--- src/shared/rtc_pkg.sv ---
// Constants, types and register map of the I2C real-time clock
package rtc_pkg;
    localparam logic [6:0]  DEV_ADDR    = 7'h32; // Arbitrary target address
    localparam int          SYS_HZ      = 25_000_000;
    localparam int          XTAL_HZ     = 32768;
    localparam int          HALT_US     = 100;
    localparam int          HALT_CYC    = SYS_HZ / 1_000_000 * HALT_US;
    localparam logic [15:0] SEC_TOP     = 16'(XTAL_HZ - 1);
    localparam logic [15:0] HALF_TOP    = 16'(XTAL_HZ / 2 - 1);
    localparam logic [11:0] HALT_TOP    = 12'(HALT_CYC);
    // Register offsets
    localparam logic [3:0]  A_SEC = 4'h0, A_MIN = 4'h1, A_HOUR = 4'h2, A_WDAY = 4'h3;
    localparam logic [3:0]  A_DAY = 4'h4, A_MON = 4'h5, A_YEAR = 4'h6, A_TRIM = 4'h7;
    localparam logic [3:0]  A_WMIN = 4'h8, A_WHOUR = 4'h9, A_WDAYS = 4'ha;
    localparam logic [3:0]  A_DMIN = 4'hb, A_DHOUR = 4'hc, A_CTRL = 4'hd, A_FLAG = 4'he;
    // Control bits: [2:0] period select
    localparam int          C_HALT = 3, C_SUBOFF = 4, C_H24 = 5, C_WEN = 6, C_DEN = 7;
    // Flag bits
    localparam int          F_DAL = 0, F_WAL = 1, F_PER = 2, F_OSC = 3, F_VLOW = 4, F_VSEL = 5;
    localparam int          M_CENT = 7, H_PM = 5;
    localparam logic [7:0]  CTRL_RST = 8'h20;
    localparam logic [7:0]  FLAG_RST = 8'h08;
    localparam logic [7:0]  FLAG_CLR_MASK = 8'h1f;
    typedef enum logic [2:0] {
        PER_OFF = 3'h0, PER_HALF = 3'h1, PER_SEC = 3'h2, PER_MIN = 3'h3,
        PER_HOUR = 3'h4, PER_DAY = 3'h5, PER_MONTH = 3'h6
    } period_e;
    typedef enum logic [2:0] {
        S_IDLE = 3'h0, S_ADDR = 3'h1, S_AACK = 3'h2, S_WR = 3'h3,
        S_WACK = 3'h4, S_RD = 3'h5, S_RACK = 3'h6
    } i2c_state_e;
    typedef struct packed {
        logic [7:0] sec;
        logic [7:0] min;
        logic [7:0] hour;
        logic [7:0] wday;
        logic [7:0] day;
        logic [7:0] mon;
        logic [7:0] year;
    } rtc_time_s;
    localparam rtc_time_s TIME_RST = '{8'h00, 8'h00, 8'h00, 8'h00, 8'h01, 8'h01, 8'h00};
endpackage : rtc_pkg

--- src/rtc_core.sv ---
// I2C real-time clock with calendar, alarms, periodic interrupt and monitors
//
// Contract
// - Periodic interrupt: six intervals, 0.5 s to month
// - Periodic flag holds periodic_irq_n low until cleared, released after reset
// - Periodic flag readable; halt bit blocks output
// - Two independent alarm comparators raise interrupts
// - Weekly: day, hour, minute; daily: hour, minute
// - Weekly alarm drives weekly_alarm_irq_n, released after reset
// - Daily alarm drives daily_alarm_irq_n, released after reset
// - Time and calendar counters held in BCD
// - Century bit marks 1900s versus 2000s
// - Leap years handled correctly through 2099
// - Selectable 12-hour or 24-hour counting
// - 32.768 kHz on subclock_out, enabled at reset
// - Host can disable subclock_out toggling
// - Crystal halt recorded in readable flag
// - Supply drop flag, threshold from two settings
// - Host-programmed trim corrects time count
// - I2C target, 7-bit address, up to 400 kHz
// - Host clocks SCL; sample and drive in step
// - Leap year when two-digit year divisible by four
// - Trim about +-189 ppm in 3 ppm steps
// - Weekly alarm accepts any set of days
`timescale 1ns/1ps
`default_nettype none
module rtc_core
    import rtc_pkg::*;
(
    input  wire logic sys_clk,
    input  wire logic arst_n,
    input  wire logic scl_in,
    input  wire logic sda_in,
    output logic      sda_out,
    output logic      sda_oe,
    input  wire logic crystal_in,
    output logic      crystal_out,
    input  wire logic supply_below_high,
    input  wire logic supply_below_low,
    output logic      periodic_irq_n,
    output logic      weekly_alarm_irq_n,
    output logic      daily_alarm_irq_n,
    output logic      subclock_out
);
    function automatic logic [7:0] bcd_inc(input logic [7:0] v);
        bcd_inc = (v[3:0] == 4'h9) ? {v[7:4] + 4'h1, 4'h0} : {v[7:4], v[3:0] + 4'h1};
    endfunction : bcd_inc

    function automatic logic is_leap(input logic [7:0] y);
        is_leap = y[4] ? (y[3:0] == 4'h2 || y[3:0] == 4'h6)
                       : (y[3:0] == 4'h0 || y[3:0] == 4'h4 || y[3:0] == 4'h8);
    endfunction : is_leap

    function automatic logic [7:0] month_end(input logic [7:0] m, input logic [7:0] y);
        unique case (m[4:0])
            5'h02:                            month_end = is_leap(y) ? 8'h29 : 8'h28;
            5'h04, 5'h06, 5'h09, 5'h11:       month_end = 8'h30;
            default:                          month_end = 8'h31;
        endcase
    endfunction : month_end

    // Two-flop synchronisers; the second stage and a delayed copy of it are read
    logic [4:0] meta, sync, sync_d;
    always_ff @(posedge sys_clk or negedge arst_n) begin
        if (!arst_n) begin
            // Supply bits reset low; high would fake a supply drop
            meta   <= 5'h07;
            sync   <= 5'h07;
            sync_d <= 5'h07;
        end else begin
            meta   <= {supply_below_low, supply_below_high, crystal_in, sda_in, scl_in};
            sync   <= meta;
            sync_d <= sync;
        end
    end
    logic scl_s, sda_s, xtal_s, xtal_rise, scl_rise, scl_fall, i2c_start, i2c_stop;
    assign scl_s     = sync[0];
    assign sda_s     = sync[1];
    assign xtal_s    = sync[2];
    assign xtal_rise = sync[2] & ~sync_d[2];
    assign scl_rise  = scl_s & ~sync_d[0];
    assign scl_fall  = ~scl_s & sync_d[0];
    assign i2c_start = scl_s & sync_d[0] & sync_d[1] & ~sda_s;
    assign i2c_stop  = scl_s & sync_d[0] & ~sync_d[1] & sda_s;

    // Prescaler and crystal watchdog
    rtc_time_s  tm, next_tm;
    logic [7:0] trim, ctrl, flags;
    logic [15:0] pre, next_pre, top;
    logic [11:0] idle, next_idle;
    logic        sec_tick, half_tick, osc_dead;
    always_comb begin
        // Trim applied once per ten seconds; one count is about 3 ppm
        top = (tm.sec[3:0] == 4'h0) ? SEC_TOP - 16'({{9{trim[6]}}, trim[6:0]}) : SEC_TOP;
        sec_tick  = xtal_rise && pre >= top;
        half_tick = xtal_rise && pre == HALF_TOP;
        next_pre  = xtal_rise ? (sec_tick ? 16'h0000 : pre + 16'h0001) : pre;
        next_idle = xtal_rise ? 12'h000 : (idle == HALT_TOP ? idle : idle + 12'h001);
        osc_dead  = idle == HALT_TOP;
    end
    always_ff @(posedge sys_clk or negedge arst_n) begin
        if (!arst_n) begin
            pre  <= 16'h0000;
            idle <= 12'h000;
        end else begin
            pre  <= next_pre;
            idle <= next_idle;
        end
    end

    // I2C target
    i2c_state_e st, next_st;
    logic [7:0] sh, next_sh, rdata;
    logic [3:0] ptr, next_ptr, cnt, next_cnt;
    logic       rw, next_rw, have_ptr, next_have_ptr, drv, next_drv, nack, next_nack;
    logic       wr_stb;
    logic [7:0] wmin, whour, wdays, dmin, dhour;
    always_comb begin
        unique case (ptr)
            A_SEC:   rdata = tm.sec;
            A_MIN:   rdata = tm.min;
            A_HOUR:  rdata = tm.hour;
            A_WDAY:  rdata = tm.wday;
            A_DAY:   rdata = tm.day;
            A_MON:   rdata = tm.mon;
            A_YEAR:  rdata = tm.year;
            A_TRIM:  rdata = trim;
            A_WMIN:  rdata = wmin;
            A_WHOUR: rdata = whour;
            A_WDAYS: rdata = wdays;
            A_DMIN:  rdata = dmin;
            A_DHOUR: rdata = dhour;
            A_CTRL:  rdata = ctrl;
            A_FLAG:  rdata = flags;
            default: rdata = 8'h00;
        endcase
    end
    always_comb begin
        next_st = st;
        next_sh = sh;
        next_ptr = ptr;
        next_cnt = cnt;
        next_rw = rw;
        next_have_ptr = have_ptr;
        next_drv = drv;
        next_nack = nack;
        wr_stb = 1'b0;
        if (i2c_stop) begin
            next_st  = S_IDLE;
            next_drv = 1'b0;
        end else if (i2c_start) begin
            next_st  = S_ADDR;
            next_cnt = 4'h0;
            next_drv = 1'b0;
            next_have_ptr = 1'b0;
        end else begin
            unique case (st)
                S_IDLE: ;
                S_ADDR, S_WR: begin
                    if (scl_rise) begin
                        next_sh  = {sh[6:0], sda_s};
                        next_cnt = cnt + 4'h1;
                    end else if (scl_fall && cnt == 4'h8) begin
                        if (st == S_ADDR) begin
                            next_rw  = sh[0];
                            next_st  = (sh[7:1] == DEV_ADDR) ? S_AACK : S_IDLE;
                            next_drv = sh[7:1] == DEV_ADDR;
                        end else begin
                            wr_stb   = have_ptr;
                            next_ptr = have_ptr ? ptr + 4'h1 : sh[3:0];
                            next_have_ptr = 1'b1;
                            next_st  = S_WACK;
                            next_drv = 1'b1;
                        end
                    end
                end
                S_AACK, S_WACK: begin
                    if (scl_fall) begin
                        next_cnt = 4'h0;
                        if (rw) begin
                            next_st  = S_RD;
                            next_drv = ~rdata[7];
                            next_sh  = {rdata[6:0], 1'b0};
                            next_ptr = ptr + 4'h1;
                        end else begin
                            next_st  = S_WR;
                            next_drv = 1'b0;
                        end
                    end
                end
                S_RD: begin
                    if (scl_rise) begin
                        next_cnt = cnt + 4'h1;
                    end else if (scl_fall) begin
                        if (cnt == 4'h8) begin
                            next_st  = S_RACK;
                            next_drv = 1'b0;
                        end else begin
                            next_drv = ~sh[7];
                            next_sh  = {sh[6:0], 1'b0};
                        end
                    end
                end
                S_RACK: begin
                    if (scl_rise) begin
                        next_nack = sda_s;
                    end else if (scl_fall) begin
                        next_cnt = 4'h0;
                        next_st  = nack ? S_IDLE : S_RD;
                        next_drv = ~nack & ~rdata[7];
                        next_sh  = {rdata[6:0], 1'b0};
                        next_ptr = nack ? ptr : ptr + 4'h1;
                    end
                end
                default: next_st = S_IDLE;
            endcase
        end
    end
    always_ff @(posedge sys_clk or negedge arst_n) begin
        if (!arst_n) begin
            st <= S_IDLE;
            sh <= 8'h00;
            ptr <= 4'h0;
            cnt <= 4'h0;
            rw <= 1'b0;
            have_ptr <= 1'b0;
            drv <= 1'b0;
            nack <= 1'b0;
        end else begin
            st <= next_st;
            sh <= next_sh;
            ptr <= next_ptr;
            cnt <= next_cnt;
            rw <= next_rw;
            have_ptr <= next_have_ptr;
            drv <= next_drv;
            nack <= next_nack;
        end
    end

    // Timekeeping, alarms, control and flags
    logic [7:0] next_trim, next_ctrl, next_flags, next_wmin, next_whour, next_wdays;
    logic [7:0] next_dmin, next_dhour;
    logic       c_min, c_hour, c_day, c_mon, per_evt, min_tick, next_min_tick, w_hit, d_hit;
    always_comb begin
        next_tm = tm;
        c_min = 1'b0;
        c_hour = 1'b0;
        c_day = 1'b0;
        c_mon = 1'b0;
        if (sec_tick) begin
            next_tm.sec = (tm.sec == 8'h59) ? 8'h00 : bcd_inc(tm.sec);
            c_min = tm.sec == 8'h59;
        end
        if (c_min) begin
            next_tm.min = (tm.min == 8'h59) ? 8'h00 : bcd_inc(tm.min);
            c_hour = tm.min == 8'h59;
        end
        if (c_hour) begin
            if (ctrl[C_H24]) begin
                next_tm.hour = (tm.hour == 8'h23) ? 8'h00 : bcd_inc(tm.hour);
                c_day = tm.hour == 8'h23;
            end else if (tm.hour[4:0] == 5'h12) begin
                next_tm.hour = {tm.hour[7:5], 5'h01};
            end else if (tm.hour[4:0] == 5'h11) begin
                next_tm.hour = {2'b00, ~tm.hour[H_PM], 5'h12};
                c_day = tm.hour[H_PM];
            end else begin
                next_tm.hour = bcd_inc(tm.hour);
            end
        end
        if (c_day) begin
            next_tm.wday = (tm.wday == 8'h06) ? 8'h00 : tm.wday + 8'h01;
            next_tm.day = (tm.day == month_end(tm.mon, tm.year)) ? 8'h01 : bcd_inc(tm.day);
            c_mon = tm.day == month_end(tm.mon, tm.year);
        end
        if (c_mon) begin
            next_tm.mon[6:0] = (tm.mon[4:0] == 5'h12) ? 7'h01 : 7'(bcd_inc({1'b0, tm.mon[6:0]}));
            if (tm.mon[4:0] == 5'h12) begin
                next_tm.year = (tm.year == 8'h99) ? 8'h00 : bcd_inc(tm.year);
                if (tm.year == 8'h99) begin
                    next_tm.mon[M_CENT] = ~tm.mon[M_CENT];
                end
            end
        end
        unique case (period_e'(ctrl[2:0]))
            PER_HALF:  per_evt = half_tick | sec_tick;
            PER_SEC:   per_evt = sec_tick;
            PER_MIN:   per_evt = c_min;
            PER_HOUR:  per_evt = c_hour;
            PER_DAY:   per_evt = c_day;
            PER_MONTH: per_evt = c_mon;
            default:   per_evt = 1'b0;
        endcase
        next_min_tick = c_min;
        // Compare one cycle after the minute rolls so the new time is settled
        w_hit = min_tick && ctrl[C_WEN] && tm.min == wmin && tm.hour == whour
                && wdays[tm.wday[2:0]];
        d_hit = min_tick && ctrl[C_DEN] && tm.min == dmin && tm.hour == dhour;
        next_trim = trim;
        next_ctrl = ctrl;
        next_wmin = wmin;
        next_whour = whour;
        next_wdays = wdays;
        next_dmin = dmin;
        next_dhour = dhour;
        next_flags = flags;
        if (wr_stb) begin
            unique case (ptr)
                A_SEC:   next_tm.sec = sh;
                A_MIN:   next_tm.min = sh;
                A_HOUR:  next_tm.hour = sh;
                A_WDAY:  next_tm.wday = sh;
                A_DAY:   next_tm.day = sh;
                A_MON:   next_tm.mon = sh;
                A_YEAR:  next_tm.year = sh;
                A_TRIM:  next_trim = sh;
                A_WMIN:  next_wmin = sh;
                A_WHOUR: next_whour = sh;
                A_WDAYS: next_wdays = sh;
                A_DMIN:  next_dmin = sh;
                A_DHOUR: next_dhour = sh;
                A_CTRL:  next_ctrl = sh;
                A_FLAG:  next_flags = (flags & sh & FLAG_CLR_MASK) | (sh & 8'h20);
                default: ;
            endcase
        end
        // Set after clear so a coincident event is not lost
        if (d_hit) next_flags[F_DAL] = 1'b1;
        if (w_hit) next_flags[F_WAL] = 1'b1;
        if (per_evt) next_flags[F_PER] = 1'b1;
        if (osc_dead) next_flags[F_OSC] = 1'b1;
        if (flags[F_VSEL] ? sync[4] : sync[3]) next_flags[F_VLOW] = 1'b1;
    end
    always_ff @(posedge sys_clk or negedge arst_n) begin
        if (!arst_n) begin
            tm <= TIME_RST;
            trim <= 8'h00;
            ctrl <= CTRL_RST;
            flags <= FLAG_RST;
            wmin <= 8'h00;
            whour <= 8'h00;
            wdays <= 8'h00;
            dmin <= 8'h00;
            dhour <= 8'h00;
            min_tick <= 1'b0;
        end else begin
            tm <= next_tm;
            trim <= next_trim;
            ctrl <= next_ctrl;
            flags <= next_flags;
            wmin <= next_wmin;
            whour <= next_whour;
            wdays <= next_wdays;
            dmin <= next_dmin;
            dhour <= next_dhour;
            min_tick <= next_min_tick;
        end
    end

    // Pin drivers; open-drain lines only pull low or release
    always_ff @(posedge sys_clk or negedge arst_n) begin
        if (!arst_n) begin
            periodic_irq_n     <= 1'b1;
            weekly_alarm_irq_n <= 1'b1;
            daily_alarm_irq_n  <= 1'b1;
            subclock_out       <= 1'b1;
            crystal_out        <= 1'b0;
            sda_oe             <= 1'b0;
        end else begin
            periodic_irq_n     <= ~(next_flags[F_PER] & ~ctrl[C_HALT]);
            weekly_alarm_irq_n <= ~next_flags[F_WAL];
            daily_alarm_irq_n  <= ~next_flags[F_DAL];
            subclock_out       <= ctrl[C_SUBOFF] | xtal_s;
            crystal_out        <= ~xtal_s;
            sda_oe             <= next_drv;
        end
    end
    assign sda_out = 1'b0;
endmodule : rtc_core
`default_nettype wire

--- config.mk ---
export PLATFORM = sky130hd
export DESIGN_NAME = rtc_core
export DESIGN_NICKNAME = d
export VERILOG_FILES = /design/src/shared/rtc_pkg.sv /design/src/rtc_core.sv
export SDC_FILE = /design/constraint.sdc
export NUM_CORES = 1
export LEC_CHECK = 0
export ABC_AREA = 0
export ABC_CLOCK_PERIOD_IN_PS = 4100
export BUFFER_PORTS_ARGS = -buffer_cell sky130_fd_sc_hd__buf_2
export CORE_MARGIN = 4
export CORE_UTILIZATION = 40
export DETAILED_ROUTE_END_ITERATION = 10
export GPL_ROUTABILITY_DRIVEN = 0
export GPL_TIMING_DRIVEN = 0
export SLEW_MARGIN = 20
export SYNTH_ARGS = -nofsm -noshare
export SYNTH_HDL_FRONTEND = slang
export SYNTH_SLANG_ARGS = --single-unit
export TNS_END_PERCENT = 30
--- constraint.sdc ---
create_clock -name sys_clk -period 4.1 [get_ports sys_clk]
set_clock_uncertainty 0.05 [all_clocks]
set_input_delay 0.41 -clock sys_clk [delete_from_list [all_inputs] [get_ports sys_clk]]
set_output_delay 0.41 -clock sys_clk [all_outputs]
set_load 0.05 [all_outputs]
After elaboration in Yosys (flattened, before gate mapping). Index checks and enable logic that the tools add are counted.

Input bits: 7. Bits in registers: 188. Logic and storage cells: 344. Output and inout bits: 7.

Bitwise gates (word level): 32. Magnitude comparators: 2. Eq/ne operators: 84. Add/sub/neg operators: 18. Reduce and logical (&&, ||, !) cells: 49. Multiplexer cells: 122.

Operator list (number): 8-bit two-way mux (34); 8-bit case mux with 15 select lines (1); 16-bit two-way mux (4); 4-bit == test, second input constant (15); 56-bit two-way mux (1); 4-bit by 1-bit adder with 4-bit output, second input constant (13); 4-bit two-way mux (13); 1-bit two-way mux (41); 8-bit == test (5); 3-bit two-way mux (13); 4-bit inequality test, second input constant (8); 8-bit case mux with 4 select lines (1); 2-bit inequality test, second input constant (14); 4-bit by 3-bit == test with 1-bit output, second input constant (6); 12-bit two-way mux (2); 4-bit case mux with 3 select lines (2); 11-bit AND reduction (2); 5-bit == test, second input constant (4); 2-bit AND reduction (10); 3-bit == test, second input constant (6); 1-bit inverter (18); 16-bit by 1-bit adder with 16-bit output, second input constant (1); 16-bit by 14-bit == test with 1-bit output, second input constant (1); 8-bit by 7-bit == test with 1-bit output, second input constant (2); 49 further kinds (90).

Longest topological paths before layout. Gate-level depths: netlist of run 1.

Depth after elaboration: 14. Depth in mapped cells: 16. Gate-level depth less buffers: 13.

Worst setup path before layout of run 1. No wires, ideal clock.

Path kind: flip-flop to flip-flop. Start point: register tm[48] (netlist name). End point: register tm[39] (netlist name). Buffers on the path: 2. Stages on the path, launching flop included: 16. Data required time: 3.925 ns. Period minus slack after synthesis: 3.178 ns. Arrival time: 3.003 ns. Slack: 0.922 ns. Setup time: 0.125 ns. Path through: dfrtp_1 -> inv_1 -> ha_1 -> nor3b_1 -> buf_4 -> and2_1 -> ha_1 -> a21o_1 -> a31o_2 -> a21oi_1 -> nor4_4 -> or2_2 -> clkbuf_1 -> a32oi_1 -> o21ai_0 -> mux2_2.

RTL lines: start, declared (RTL line rtc_core.sv:87) `rtc_time_s tm, next_tm;`; start signal, assigned (RTL line rtc_core.sv:348) `tm <= next_tm;`.

==> flow_metrics.env, run 1 <==
export IMPL_status="complete, no violations"
export IMPL_totalWireLength_um=35530
export IMPL_irDropWorstVdd_uv=207.1
export IMPL_global_route_usage_met2=0.3397
export IMPL_grt_pass1_vias=9432
export IMPL_viasPerCell=5.920
export IMPL_synth_area_top_cells="dfrtp_1 37%, mux2_2 4.3%, a21oi_1 4.0%"
export IMPL_min_from="crystal_in"
export IMPL_grt_pass1_wl_um=55400
export IMPL_final_layout_size_suffix_gt1_frac=0.1257
export IMPL_wire_per_inst_um=21.31
export IMPL_fmax_mhz=259.5
export IMPL_synth_seq_cells=188
export IMPL_yosysTopAreaCell="dfrtp_1"
export IMPL_rsz0062_at_grt="false"
export IMPL_core_area_um2=28010
export IMPL_total_leakage_power_nw=5.522
export IMPL_clkTransAtPathRegs_ns=0.08
export IMPL_cp_startpoint="tm[49]"
export IMPL_synth_edf_count=0
export IMPL_area_delta_synth_final_pct=10.93
export IMPL_portBuffers=12
export IMPL_cap_violations=0
export IMPL_hold_class="in2reg"
export IMPL_cts_sinks=188
export IMPL_dp_cells=1629
export IMPL_avgSynthCellArea_um2=9.234
export IMPL_initial_core_util=0.4078
export IMPL_power_frac_seq=0.468
export IMPL_p_sw_frac=0.3399
export IMPL_yosysSeqAreaShare=0.4137
export IMPL_antenna_found_initial=0
export IMPL_cp_start_kind="register"
export IMPL_cts_tree="built"
export IMPL_slew_headroom=0.2591
export IMPL_final_cells=1667
export IMPL_synth_ff_type="dfrtp_1"
export IMPL_setup_viol_count_final=0
export IMPL_dieWidth_um=177.0
export IMPL_drt_iter0_drc=1265
export IMPL_synth_distinct_cells=89
export IMPL_p_per_area_nw_per_um2=348.4
export IMPL_synth_top_area_frac=0.3746
export IMPL_hpwl_um=25670
export IMPL_ys_warn_count=0
export IMPL_numCtsBuffers=17
export IMPL_cts_resized_gates=0
export IMPL_netlist_area_um2=11420
export IMPL_overflow=0
export IMPL_synthArstFlopShare=1.000
export IMPL_switchingPower_w=0.001500
export IMPL_grtUsageTotal=0.2285
export IMPL_final_nets=1318
export IMPL_cts_root_buf="clkbuf_16"
export IMPL_clock_path_buffers=2
export IMPL_io_pins=14
export IMPL_fin_setup_tns_ns=0
export IMPL_r2r_start="tm[49]"
export IMPL_cts_htree_levels=4
export IMPL_ant_nets=0
export IMPL_diodes=0
export IMPL_slew_violations=0
export IMPL_crit_type="reg2reg"
export IMPL_grt_busiest_layer="met2"
export IMPL_clock_latency_ns=0.44
export IMPL_dieHeight_um=177.0
export IMPL_num_vias=9868
export IMPL_finalHoldViolCount=0
export IMPL_fin_util=0.4524
export IMPL_crit_required_ns=4.33
export IMPL_p_clk_frac=0.378
export IMPL_synthCells=1237
export IMPL_grt_max_degree=88
export IMPL_end_kind="register"
export IMPL_rows=61
export IMPL_worstMarginPinSlew_ns=1.101
export IMPL_combPwrFrac=0.154
export IMPL_use_met3=0.04871
export IMPL_period_minus_slack_ns=3.853
export IMPL_drc_errors=0
export IMPL_worstPathArrival_ns=4.08
export IMPL_critPathMaxFanout=10
export IMPL_dieArea_um2=31320
export IMPL_synth_fp_nets=1279
export IMPL_grt_use_met1=0.3263
export IMPL_p_int_w=0.002914
export IMPL_dr_pass1_iters=8
export IMPL_fin_crit_sh=0.9397
==> synthesized netlist by cell type, drive strengths merged, types with 8 or more instances <==
cell type and number:
a21oi 91, a222oi 13, a22o 8, a22oi 15, a31oi 10, and2 16, and3 20, buf 14
clkbuf 71, dfrtp 171, dfstp 17, ha 35, inv 41, mux2 44, mux2i 17, nand2 110
nand3 48, nand4 22, nor2 120, nor2b 16, nor3 19, nor4 13, o211ai 18, o21a 10
o21ai 82, xnor2 24, xor2 49
==> sequential cells by signal (all words and copies together) (netlist names), 3 cells and up <==
name    count
cnt         4
ctrl        8
dhour       8
dmin        8
flags       6
idle       12
meta        5
pre        16
ptr         4
sh          8
st          3
sync        5
sync_d      3
tm         56
trim        8
wdays       8
whour       8
wmin        8
==> cell type report <==
| cell class | instances | area, um2 |
|---|---|---|
| fillers | 2722 | 15340 |
| plain buffers | 86 | 450.4 |
| clock inverters | 14 | 152.6 |
| well taps | 378 | 473.0 |
| repair buffers | 20 | 177.7 |
| multi-input cells | 921 | 6105 |
| flip-flops and latches | 188 | 4726 |
| clock buffers | 18 | 429.2 |
| inverters | 42 | 157.7 |
==> per-stage QoR <==
stage	cell area [um2]	total power [W]	hold WS [ns]	worst slack [ns]
2_1_floorplan	11420	0.002383	0.06441	0.9224
3_3_place_gp	11960	0.002744	0.2840	-0.6554
3_5_place_dp	12020	0.002764	0.2620	0.2418
4_1_cts	12630	0.004423	0.001065	0.2083
5_1_grt	12670	0.004563	0.004330	0.03405
6_report	12670	0.004414	0.005164	0.2471
==> critical path, stage by stage, from the launching register on <==
cell and delay (ns):
dfrtp_1 0.47, inv_1 0.12, ha_1 0.14, nor3b_1 0.36
buf_4 0.24, and2_1 0.14, ha_1 0.23, a21o_1 0.18
a31o_2 0.20, a21oi_1 0.25, nor4_4 0.10, buf_4 0.17
o21ai_1 0.40, nor2_1 0.25, o21ai_0 0.27, mux2i_1 0.11
==> power by group through the flow <==
stage	registers (W)	logic (W)	clock network, W
finish	0.00206	0.000680	0.00167
floorplan	0.00205	0.000336	0
global route	0.00208	0.000725	0.00176
detailed placement	0.00210	0.000668	0
global placement	0.00209	0.000654	0
CTS	0.00206	0.000671	0.00169
==> layout by cell type, fill, tap and decap left out, drive strengths merged, types with 6 or more instances in the layout <==
cell type / netlist / layout
dfrtp: 171 / 171
nor2: 120 / 120
nand2: 110 / 110
a21oi: 91 / 91
clkbuf: 71 / 89
o21ai: 82 / 82
xor2: 49 / 49
nand3: 48 / 48
inv: 41 / 47
mux2: 44 / 44
ha: 35 / 35
buf: 14 / 31
xnor2: 24 / 24
nand4: 22 / 22
and3: 20 / 20
nor3: 19 / 19
o211ai: 18 / 18
mux2i: 17 / 17
dfstp: 17 / 17
nor2b: 16 / 16
and2: 16 / 16
a22oi: 15 / 15
a222oi: 13 / 13
nor4: 13 / 13
a31oi: 10 / 10
o21a: 10 / 10
a22o: 8 / 8
clkinv: 1 / 8
a211oi: 7 / 7
o31ai: 7 / 7
nand2b: 7 / 7
mux4: 6 / 6
o311ai: 6 / 6
==> layer usage <==
metal / part of all wire / wire length [um]
met5: 0 / 0
met4: 0.042 / 1483
met3: 0.085 / 3014
met1: 0.44 / 15710
met2: 0.43 / 15330
==> worst paths after layout <==
path	end	slack [ns]	cells after the start
max	tm[37]	0.25	15
min	meta[2]	0.005	1
max reg2reg	tm[37]	0.25	15
min reg2reg	sync[3]	0.30	0
max in group asynchronous	meta[0]	2.87	3
min in group asynchronous	tm[36]	0.38	2
==> repair_timing <==
action,in CTS,in global routing
hold buffers,3,0
endpoints found under the hold margin,36,0
buffers inserted,0,3
endpoints found under the setup margin,0,7
==> logic make-up after synthesis <==
logic type               Yosys count  synth area share
AO/OA/AOI/OAI                    317            0.1806
XOR/XNOR                          73           0.05598
adder cells (fa/ha/maj)           35           0.03834
buffers and inverters            128           0.05324
flip-flops                       188            0.4137
multiplexers                      67           0.07011
other                              1         0.0003283
AND/OR/NAND/NOR                  428            0.1876
(Power assumes the default switching activity.)
==> run 2, diff against run 1 <==
--- a/config.mk
+++ b/config.mk
@@ -13,6 +13,7 @@
 export DETAILED_ROUTE_END_ITERATION = 10
 export GPL_ROUTABILITY_DRIVEN = 0
 export GPL_TIMING_DRIVEN = 0
+export PLACE_DENSITY = 0.58
 export SLEW_MARGIN = 20
 export SYNTH_ARGS = -nofsm -noshare
 export SYNTH_HDL_FRONTEND = slang
==> flow_metrics.env, run 2 (synthesized netlist as in run 1, its figures left out) <==
export IMPL_status="complete, no violations"
export IMPL_largest_registers="tm: 56 flops, pre: 16 flops, idle: 12 flops"
export IMPL_viasPerCell=5.954
export IMPL_critPathTopFamily="compound AO/OA/AOI/OAI gates"
export IMPL_p_int_w=0.002968
export IMPL_rsz0062_at_grt="false"
export IMPL_cap_violations=0
export IMPL_fill_cells=2677
export IMPL_numCtsBuffers=17
export IMPL_num_vias=9919
export IMPL_crit_type="reg2reg"
export IMPL_p_per_area_nw_per_um2=350.0
export IMPL_dieHeight_um=177.0
export IMPL_worstMarginPinSlew_ns=1.046
export IMPL_clkTransAtPathRegs_ns=0.08
export IMPL_power_w=0.004433
export IMPL_crit_buf_inv=4
export IMPL_clock_path_buffers=2
export IMPL_ant_nets=0
export IMPL_antenna_found_initial=1
export IMPL_worstPathCellList="inv_1, ha_1, nor3b_2, buf_4, and2_1, ha_1, a21o_1, a31o_2, a21oi_1, nor4_4, buf_4, or2_2, clkbuf_1, a32oi_1, o21ai_0, mux2_2"
export IMPL_top_register="tm"
export IMPL_max_stage_delay_ns=0.52
export IMPL_dieArea_um2=31320
export IMPL_worstPathArrival_ns=4.06
export IMPL_fin_hold_ws_ns=0.009761
export IMPL_slowest_stage="dfrtp_1"
export IMPL_area_delta_synth_final_pct=10.91
export IMPL_p_sw_frac=0.3306
export IMPL_final_nets=1317
export IMPL_grtUsageTotal=0.2304
export IMPL_crit_required_ns=4.38
export IMPL_cts_tree="built"
export IMPL_io_pins=14
export IMPL_initial_core_util=0.4078
export IMPL_combPwrFrac=0.151
export IMPL_fin_crit_sh=0.9211
export IMPL_totalWireLength_um=35740
export IMPL_diodes=0
export IMPL_final_cell_mix="171 x dfrtp_1, 118 x nor2_1, 110 x nand2_1"
export IMPL_final_common_cell="dfrtp_1"
export IMPL_p_clk_frac=0.383
export IMPL_irDropWorstVdd_uv=279.7
export IMPL_switchingPower_w=0.001466
export IMPL_critPathMaxFanout=10
export IMPL_finalHoldViolCount=0
export IMPL_overflow=0
export IMPL_end_kind="register"
export IMPL_grt_pass1_wl_um=55820
export IMPL_cts_sinks=188
export IMPL_largest_reg_flops=56
export IMPL_setup_viol_count_final=0
export IMPL_reg2reg_slack_ns=0.32
export IMPL_dr_pass1_iters=7
export IMPL_wire_per_inst_um=21.45
export IMPL_rows=61
export IMPL_fmax_mhz=264.8
export IMPL_core_area_um2=28010
export IMPL_hold_class="in2reg"
export IMPL_slew_violations=0
export IMPL_clock_latency_ns=0.45
export IMPL_drt_iter0_drc=1180
export IMPL_grt_max_degree=82
export IMPL_grt_pass1_vias=9391
export IMPL_power_frac_seq=0.465
export IMPL_hpwl_um=25870
export IMPL_portBuffers=12
export IMPL_total_leakage_power_nw=5.522
export IMPL_cts_htree_levels=4
export IMPL_fin_util=0.4523
export IMPL_slew_headroom=0.2962
export IMPL_dieWidth_um=177.0
export IMPL_period_minus_slack_ns=3.777
export IMPL_final_layout_size_suffix_gt1_frac=0.1250
export IMPL_cp_start_kind="register"
export IMPL_cts_root_buf="clkbuf_16"
export IMPL_drc_errors=0
## run 2: changes by cell type in the layout (fill, tap and decap cells not counted)
cell and delta:
buf_4 -1, clkbuf_1 +1, clkinv_4 +2, nor3b_2 +1
inv_8 +4, bufinv_16 +1, nor3b_1 -1, clkinv_2 -1
inv_6 -3, clkinv_8 -4
## run 2: worst reg2reg max path, cell delays in order (launching register included)
cell	delay, ns
dfrtp_1	0.52
inv_1	0.08
ha_1	0.19
nor3b_2	0.17
buf_4	0.17
and2_1	0.16
ha_1	0.28
a21o_1	0.18
a31o_2	0.20
a21oi_1	0.25
nor4_4	0.08
buf_4	0.18
or2_2	0.27
clkbuf_1	0.24
a32oi_1	0.25
o21ai_0	0.11
mux2_2	0.28
## run 2: layout make-up
| type | instances | area [um2] | area share |
|---|---|---|---|
| plain buffers | 86 | 450.4 | 0.03556 |
| clock buffers | 19 | 432.9 | 0.03417 |
| clock inverters | 13 | 148.9 | 0.01175 |
| inverters | 42 | 157.7 | 0.01244 |
| multi-input cells | 921 | 6110 | 0.4823 |
| flip-flops and latches | 188 | 4726 | 0.3730 |
| well taps | 378 | 473.0 | 0.03733 |
| repair buffers | 19 | 170.2 | 0.01343 |
## run 2: repair_timing
action | 4_1_cts | 5_1_grt
setup endpoints to repair | 0 | 21
gates resized for setup | 0 | 1
hold buffers | 2 | 1
endpoints found under the hold margin | 36 | 1
setup buffers | 0 | 2
## run 2: metrics by stage
step	worst slack [ns]	std cells	cell area (um2)	setup TNS, ns
after CTS	0.2647	1663	12620	0
after floorplan	0.9224	1237	11420	0
after detailed placement	0.2820	1629	12020	0
after global routing	0.1415	1666	12670	0
after global placement	-0.6781	1627	11960	-113.60
final	0.3234	1666	12670	0
## run 2: path summary, 6_finish.rpt
kind                              to  startpoint  cells after the start
setup / recovery              tm[39]      tm[48]                     16
hold / removal               meta[2]  crystal_in                      1
setup reg to reg              tm[39]      tm[48]                     16
hold reg to reg              sync[3]     meta[3]                      0
max in group asynchronous  sync_d[0]      arst_n                      3
min in group asynchronous     tm[37]      arst_n                      2
## run 2: power by group through the flow
stage	clock (W)	sequential [W]	combinational, W
floorplan	0	0.00205	0.000336
global placement	0	0.00209	0.000656
detailed placement	0	0.00210	0.000661
CTS	0.00172	0.00206	0.000670
global route	0.00180	0.00208	0.000724
finish	0.00170	0.00206	0.000671
## run 2: metal layers
layer  wire (um)  vias to the layer above  GRT usage
met1       16190                     4843     0.3356
met2       15580                      459     0.3443
met4        1228                        0    0.08543
met3        2739                       85    0.04016
li1            -                     4532          -
met5           0                        -          0
